[src/fpss_pkg.sv]
package fpss_pkg;

  // Cycle counts in whole PWM periods, except RECOVER_PULSES, which counts fan pulses, and CNT_W, the counter width in bits.
  localparam int STARTUP_CYCLES  = 32;
  localparam int MISSING_CYCLES  = 32;
  localparam int DIAG_CYCLES     = 3;
  localparam int RECOVER_WINDOW  = 32;
  localparam int RECOVER_PULSES  = 16;
  localparam int CNT_W           = 6;

  localparam logic [CNT_W-1:0] CNT_ZERO = 6'h00;
  localparam logic [CNT_W-1:0] CNT_ONE  = 6'h01;

  typedef enum logic [2:0] {
    FPSS_SHUTDOWN,
    FPSS_AUTO_OFF,
    FPSS_START1,
    FPSS_START2,
    FPSS_RUN,
    FPSS_DIAG,
    FPSS_FAULT
  } fpss_state_t;

  // Comparator results delivered by the analog front end.
  typedef struct packed {
    logic duty_hi;
    logic shutdown;
    logic auto_off;
    logic overtemp;
  } fpss_cmp_t;

endpackage : fpss_pkg

[src/fpss_core.sv]
`timescale 1ns/1ps
`default_nettype none
module fpss_core
  import fpss_pkg::*;
#(
  parameter bit OVERTEMP_EN = 1'b1,
  parameter bit SENSE_EN    = 1'b1
) (
  // Clock and reset.
  input  wire logic      sys_clk_in,
  input  wire logic      nrst_in,
  // Comparator results and ramp period tick from the analog side.
  input  wire fpss_cmp_t cmp_in,
  input  wire logic      ramp_tick_in,
  // Fan current pulse input.
  input  wire logic      fan_pulse_in,
  // Fan drive output.
  output logic           fan_drive_out,
  // Open-drain flag pin, enable high while pulling low.
  output logic           overtemp_flag_n_out,
  output logic           overtemp_flag_n_oe_out
);

  // Refuses counts that the cycle counter cannot reach.
  if (STARTUP_CYCLES >= (1 << CNT_W) || RECOVER_WINDOW >= (1 << CNT_W) || MISSING_CYCLES >= (1 << CNT_W) ||
      RECOVER_PULSES >= (1 << CNT_W) || DIAG_CYCLES >= (1 << CNT_W)) begin : g_cnt_chk
    $error("fpss_core: counter width too small");
  end

  function automatic logic cnt_hit(input logic [CNT_W-1:0] cnt, input int lim);
    cnt_hit = (cnt == CNT_W'(lim - 1));
  endfunction : cnt_hit

  // Synchronisers: three stages for each asynchronous comparator and the pulse input.
  logic [2:0] pulse_sync_q, pulse_sync_d;
  logic [2:0] tick_sync_q,  tick_sync_d;
  logic [2:0] duty_sync_q,  duty_sync_d;
  logic [2:0] shdn_sync_q,  shdn_sync_d;
  logic [2:0] aoff_sync_q,  aoff_sync_d;
  logic [2:0] otmp_sync_q,  otmp_sync_d;
  logic       pulse_lvl_q,  pulse_lvl_d;
  logic       tick_lvl_q,   tick_lvl_d;
  logic       duty_lvl_q,   duty_lvl_d;
  logic       shdn_lvl_q,   shdn_lvl_d;
  logic       aoff_lvl_q,   aoff_lvl_d;
  logic       otmp_lvl_q,   otmp_lvl_d;

  function automatic logic filt(input logic [2:0] s, input logic prev);
    filt = (s[1] == s[2]) ? s[2] : prev;
  endfunction : filt

  always_comb begin
    pulse_sync_d = {pulse_sync_q[1:0], fan_pulse_in};
    tick_sync_d  = {tick_sync_q[1:0], ramp_tick_in};
    duty_sync_d  = {duty_sync_q[1:0], cmp_in.duty_hi};
    shdn_sync_d  = {shdn_sync_q[1:0], cmp_in.shutdown};
    aoff_sync_d  = {aoff_sync_q[1:0], cmp_in.auto_off};
    otmp_sync_d  = {otmp_sync_q[1:0], cmp_in.overtemp};
    pulse_lvl_d  = filt(pulse_sync_q, pulse_lvl_q);
    tick_lvl_d   = filt(tick_sync_q, tick_lvl_q);
    duty_lvl_d   = filt(duty_sync_q, duty_lvl_q);
    shdn_lvl_d   = filt(shdn_sync_q, shdn_lvl_q);
    aoff_lvl_d   = filt(aoff_sync_q, aoff_lvl_q);
    otmp_lvl_d   = filt(otmp_sync_q, otmp_lvl_q);
  end

  always_ff @(posedge sys_clk_in) begin
    if (!nrst_in) begin
      pulse_sync_q <= 3'h0;
      tick_sync_q  <= 3'h0;
      duty_sync_q  <= 3'h0;
      shdn_sync_q  <= 3'h0;
      aoff_sync_q  <= 3'h0;
      otmp_sync_q  <= 3'h0;
      pulse_lvl_q  <= 1'b0;
      tick_lvl_q   <= 1'b0;
      duty_lvl_q   <= 1'b0;
      shdn_lvl_q   <= 1'b0;
      aoff_lvl_q   <= 1'b0;
      otmp_lvl_q   <= 1'b0;
    end else begin
      pulse_sync_q <= pulse_sync_d;
      tick_sync_q  <= tick_sync_d;
      duty_sync_q  <= duty_sync_d;
      shdn_sync_q  <= shdn_sync_d;
      aoff_sync_q  <= aoff_sync_d;
      otmp_sync_q  <= otmp_sync_d;
      pulse_lvl_q  <= pulse_lvl_d;
      tick_lvl_q   <= tick_lvl_d;
      duty_lvl_q   <= duty_lvl_d;
      shdn_lvl_q   <= shdn_lvl_d;
      aoff_lvl_q   <= aoff_lvl_d;
      otmp_lvl_q   <= otmp_lvl_d;
    end
  end

  // One-cycle events from rising edges of the filtered levels.
  logic pulse_ev;
  logic tick_ev;
  assign pulse_ev = SENSE_EN && pulse_lvl_d && !pulse_lvl_q;
  assign tick_ev  = tick_lvl_d && !tick_lvl_q;

  // Sequencer state.
  fpss_state_t      state_q,  state_d;
  logic [CNT_W-1:0] cyc_q,    cyc_d;
  logic [CNT_W-1:0] pcnt_q,   pcnt_d;
  logic             seen_q,   seen_d;
  logic             drive_q,  drive_d;
  logic             flag_q,   flag_d;

  always_comb begin
    state_d = state_q;
    cyc_d   = cyc_q;
    pcnt_d  = pcnt_q;
    seen_d  = seen_q || pulse_ev;
    if (shdn_lvl_q) begin
      state_d = FPSS_SHUTDOWN;
      cyc_d   = CNT_ZERO;
      seen_d  = 1'b0;
    end else if (aoff_lvl_q) begin
      state_d = FPSS_AUTO_OFF;
      cyc_d   = CNT_ZERO;
      seen_d  = 1'b0;
    end else begin
      case (state_q)
        FPSS_SHUTDOWN, FPSS_AUTO_OFF: begin
          state_d = FPSS_START1;
          cyc_d   = CNT_ZERO;
          seen_d  = 1'b0;
        end
        FPSS_START1, FPSS_START2: begin
          if (tick_ev) begin
            cyc_d = cyc_q + CNT_ONE;
            if (cnt_hit(cyc_q, STARTUP_CYCLES)) begin
              cyc_d  = CNT_ZERO;
              seen_d = 1'b0;
              if (seen_q || pulse_ev || !SENSE_EN) begin
                state_d = FPSS_RUN;
              end else if (state_q == FPSS_START1) begin
                state_d = FPSS_START2;
              end else begin
                state_d = FPSS_FAULT;
                pcnt_d  = CNT_ZERO;
              end
            end
          end
        end
        FPSS_RUN: begin
          if (pulse_ev) begin
            cyc_d  = CNT_ZERO;
            seen_d = 1'b0;
          end else if (tick_ev) begin
            cyc_d = cyc_q + CNT_ONE;
            if (cnt_hit(cyc_q, MISSING_CYCLES)) begin
              state_d = FPSS_DIAG;
              cyc_d   = CNT_ZERO;
              seen_d  = 1'b0;
            end
          end
        end
        FPSS_DIAG: begin
          if (pulse_ev || seen_q) begin
            state_d = FPSS_RUN;
            cyc_d   = CNT_ZERO;
            seen_d  = 1'b0;
          end else if (tick_ev) begin
            cyc_d = cyc_q + CNT_ONE;
            if (cnt_hit(cyc_q, DIAG_CYCLES)) begin
              state_d = FPSS_START2;
              cyc_d   = CNT_ZERO;
            end
          end
        end
        FPSS_FAULT: begin
          if (pulse_ev) begin
            pcnt_d = pcnt_q + CNT_ONE;
          end
          if (pulse_ev && (pcnt_q == CNT_W'(RECOVER_PULSES - 1))) begin
            state_d = FPSS_RUN;
            cyc_d   = CNT_ZERO;
            seen_d  = 1'b0;
          end else if (tick_ev) begin
            cyc_d = cyc_q + CNT_ONE;
            if (cnt_hit(cyc_q, RECOVER_WINDOW)) begin
              cyc_d  = CNT_ZERO;
              pcnt_d = pulse_ev ? CNT_ONE : CNT_ZERO;
            end
          end
        end
        default: begin
          state_d = FPSS_SHUTDOWN;
          cyc_d   = CNT_ZERO;
        end
      endcase
    end
    // Output values follow the next state so they line up with it.
    case (state_d)
      FPSS_SHUTDOWN, FPSS_AUTO_OFF: drive_d = 1'b0;
      FPSS_RUN:                     drive_d = duty_lvl_d;
      FPSS_FAULT:                   drive_d = 1'b1;
      default:                      drive_d = 1'b1;
    endcase
    flag_d = (state_d == FPSS_FAULT) ||
             (OVERTEMP_EN && otmp_lvl_d && (state_d != FPSS_SHUTDOWN) && (state_d != FPSS_AUTO_OFF));
  end

  always_ff @(posedge sys_clk_in) begin
    if (!nrst_in) begin
      state_q <= FPSS_SHUTDOWN;
      cyc_q   <= CNT_ZERO;
      pcnt_q  <= CNT_ZERO;
      seen_q  <= 1'b0;
      drive_q <= 1'b0;
      flag_q  <= 1'b0;
    end else begin
      state_q <= state_d;
      cyc_q   <= cyc_d;
      pcnt_q  <= pcnt_d;
      seen_q  <= seen_d;
      drive_q <= drive_d;
      flag_q  <= flag_d;
    end
  end

  assign fan_drive_out          = drive_q;
  assign overtemp_flag_n_out    = 1'b0;
  assign overtemp_flag_n_oe_out = flag_q;

endmodule : fpss_core
`default_nettype wire

[config.mk]
export PLATFORM = sky130hd
export DESIGN_NAME = fpss_core
export DESIGN_NICKNAME = d
export VERILOG_FILES = /design/src/fpss_pkg.sv /design/src/fpss_core.sv
export SDC_FILE = /design/constraint.sdc
export NUM_CORES = 1
export LEC_CHECK = 0
export BUFFER_PORTS_ARGS = -buffer_cell sky130_fd_sc_hd__buf_2
export CAP_MARGIN = 20
export CORE_MARGIN = 10
export CORE_UTILIZATION = 45
export DETAILED_ROUTE_END_ITERATION = 8
export GPL_ROUTABILITY_DRIVEN = 0
export SETUP_SLACK_MARGIN = 0.2
export SYNTH_ARGS = -nofsm -noshare
export SYNTH_HDL_FRONTEND = slang
export SYNTH_SLANG_ARGS = --single-unit
export TNS_END_PERCENT = 20
[constraint.sdc]
create_clock -name sys_clk_in -period 2.43 [get_ports sys_clk_in]
set_clock_uncertainty 0.2 [all_clocks]
set_input_delay 0.1215 -clock sys_clk_in [delete_from_list [all_inputs] [get_ports sys_clk_in]]
set_output_delay 0.1215 -clock sys_clk_in [all_outputs]
set_load 0.02 [all_outputs]
==> results_dict.tcl <==
set metrics [dict create \
    min-delay-start "otmp_sync_q[0]" \
    placed_cells 269 \
    grt_overflow 0 \
    crit_reg_reg_startpoint "cyc_q[0]" \
    yosys_warnings 0 \
    tritoncts_num_sinks 42 \
    utilization_pct 52.3 \
    die_w_um 86.2 \
    ys_seq_elements 42 \
    ctsLongestPathBuffers 2 \
    io_buffer_count 9 \
    detailroute.via_count 1517 \
    clock-root-buffer "clkbuf_8" \
    netlist_area_um2 1970 \
    slew_viol_final 0 \
    max_freq_mhz 470 \
    route.detailed.wl_per_inst_um 13.0 \
    vdd_drop_max_uv 341 \
    timing.critical_path.from "cyc_q[0]" \
    syn_to_final_growth_pct 14.0 \
    postLayoutSetupSlackWorst_ns 0.301 \
    drc_marker_count_from_the_first_detailed_route_iteration 70 \
    initial_utilization_pct 45.9 \
    tritoncts.num_buffers 5 \
    synthDominantCellAreaShare_pct 42.7 \
    crit_required_ns 2.41 \
    reg2reg_to "fan_drive_out" \
    grt_antenna_before_repair 0 \
    maxCapViolCount 0 \
    detail_route.first_pass.iterations 5 \
    cp.arrival_ns 2.11 \
    worst-r2r-setup-slack_ns 0.30 \
    worst-r2r-cell-count 7 \
    hold_path_class "flop to flop" \
    synth_top_flop_cell "dfxtp_1" \
    hold_violations 0 \
    stdcell_count 286 \
    cell_type_contributing_the_most_total_cell_area_after_synthesis "dfxtp_1" \
    powerDensity_nw_per_um2 563 \
    setup_total_negative_slack_ns 0 \
    floorplan.die.height_um 86.2 \
    synth-edff-count 0 \
    synthArstFlopShare_pct 0 \
    first_global_vias 1455 \
    netlist-cell-type-count 58 \
    run_status "finished, final reports clean" \
    synthesis.nets 223 \
    drcViolationCount 0 \
    coreArea_um2 4290 \
    drtAntennaViolNets 0 \
    grt_max_degree 21 \
    worstHoldPathCells 1 \
    cells_after_synth 212 \
    min_period_over_period_pct 87.6 \
    cp_max_fo 5 \
    hold-worst-slack_ns 0.237 \
    dieArea_um2 7430 \
    drive_above_1_share_pct 17.5 \
    start_kind "flop" \
    avgViaCountPerCell 5.30 \
    synthTopCellsByArea "dfxtp_1, and2_1, nand2_1, nor2_1, o21ai_0" \
    tritoncts "built" \
    grt.total_usage_pct 10.5 \
    finalWorstPathRequiredPeriod_ns 2.13 \
    num_io_pins 11 \
    dpl_worst_slack_ns 0.208 \
    finish.net_count 244 \
    rows 24 \
    clkLatencyLatePin_ns 0.30 \
    leakage_nw 0.860 \
    timing.critical_path.to_type "flop" \
    diodes 0 \
    finalSetupViolations 0 \
    clock_tree.htree_level_count 2 \
    unrepaired_setup_endpoints_after_global_routing "true" \
    sequential_element_share_of_the_synthesized_area_pct 42.7 \
    totalWireLength_mm 3.71 \
    worstHoldEndpoint "otmp_sync_q[1]" \
    clk_pin_slew_ns 0.08 \
    timing.setup.critical_path_class "flop to flop" \
    avg_synthesized_cell_area_um2 9.30 \
    dp_hpwl_mm 2.62 \
    grt_first_pass_wirelength_mm 6.42 \
]
final cells by class:
| cell class | instances | area [um2] |
|---|---|---|
| clock buffers | 6 | 82.6 |
| flip-flops and latches | 42 | 841 |
| fillers | 419 | 2050 |
| multi-input cells | 153 | 1040 |
| inverters | 7 | 26.3 |
| well taps | 52 | 65.1 |
| clock inverters | 2 | 16.3 |
| repair buffers | 24 | 180 |
sequential cells by signal, indices dropped and copies added, names as in the netlist, 3 cells and up:
register	cells
state_q	3
otmp_sync_q	3
aoff_sync_q	3
pulse_sync_q	3
cyc_q	6
duty_sync_q	3
tick_sync_q	3
shdn_sync_q	3
pcnt_q	6
how the worst max path moves through the flow:
stage	end	slack, ns	cells past startpoint
CTS	pcnt_q[2]	0.32	7
floorplan	fan_drive_out	0.43	7
detailed placement	pcnt_q[1]	0.21	7
finish	fan_drive_out	0.30	7
global placement	pcnt_q[2]	0.28	7
global route	cyc_q[3]	0.19	6
layer usage:
layer / track usage, % / routed length, um / vias up
met5: 0 / 0 / -
met4: 3.98 / 47 / 0
met3: 3.19 / 132 / 5
met2: 17.0 / 1700 / 24
met1: 12.7 / 1830 / 699
li1: - / - / 789
cell families after synthesis:
family                   count (synthesis)  share of synthesized area [%]
XOR/XNOR                                 4                           1.78
multiplexers                             3                           1.52
flip-flops                              42                           42.7
buffers and inverters                   17                           5.27
AND/OR/NAND/NOR                         95                           27.2
AO/OA/AOI/OAI                           45                           18.5
other                                    1                          0.190
adder cells (fa/ha/maj)                  5                           2.92
synthesized netlist by cell type, drive strengths merged (4+ instances only):
cell	n
nor3	7
a21oi	4
clkbuf	7
and2	23
a21boi	6
nand4	5
nand2	19
dfxtp	42
o21ai	10
inv	7
nor2	18
nand3	8
through the flow:
step	power [W]	instance area, um2
floorplan	0.000770	1970
global placement	0.000789	2050
detailed placement	0.000789	2050
CTS	0.00128	2240
global route	0.00132	2250
finish	0.00127	2250
where the power goes:
part	total (W)	switching, W	internal, W
sequential	0.000710	0.00000791	0.000702
clock	0.000481	0.000247	0.000234
combinational	0.0000742	0.0000372	0.0000370
total	0.00127	0.000292	0.000973
timing repair:
action                                  in CTS  in global routing
buffers inserted                             0                  0
endpoints found under the hold margin       13                  0
resized for setup                            1                  2
hold buffers                                 9                  0
endpoints found under the setup margin       3                  5
worst max-delay path, cell delays in order (launching register included):
cell and delay [ns]:
dfxtp_1 0.41, ha_1 0.24, nand2_1 0.15, nor4_4 0.40
a21oi_1 0.13, a221oi_2 0.25, nor3b_2 0.09, o21bai_1 0.16
cell usage in the layout, fill, tap and decap left out, types with 2 or more instances in the layout:
master	instances
dfxtp_1	42
and2_1	22
nand2_1	18
nor2_1	18
dlygate4sd3_1	9
buf_2	9
o21ai_0	8
nand3_1	8
inv_1	6
nor3_1	6
a21boi_0	6
clkbuf_8	6
buf_4	6
nand4_1	5
a21oi_1	4
and3_1	3
xor2_1	3
mux2i_1	3
ha_1	3
maj3_1	2
nor4_1	2
o21bai_1	2
o2111ai_1	2
o211ai_1	2
o22ai_1	2
o21a_1	2
a22oi_1	2
Power figures use the tool's default switching activity.
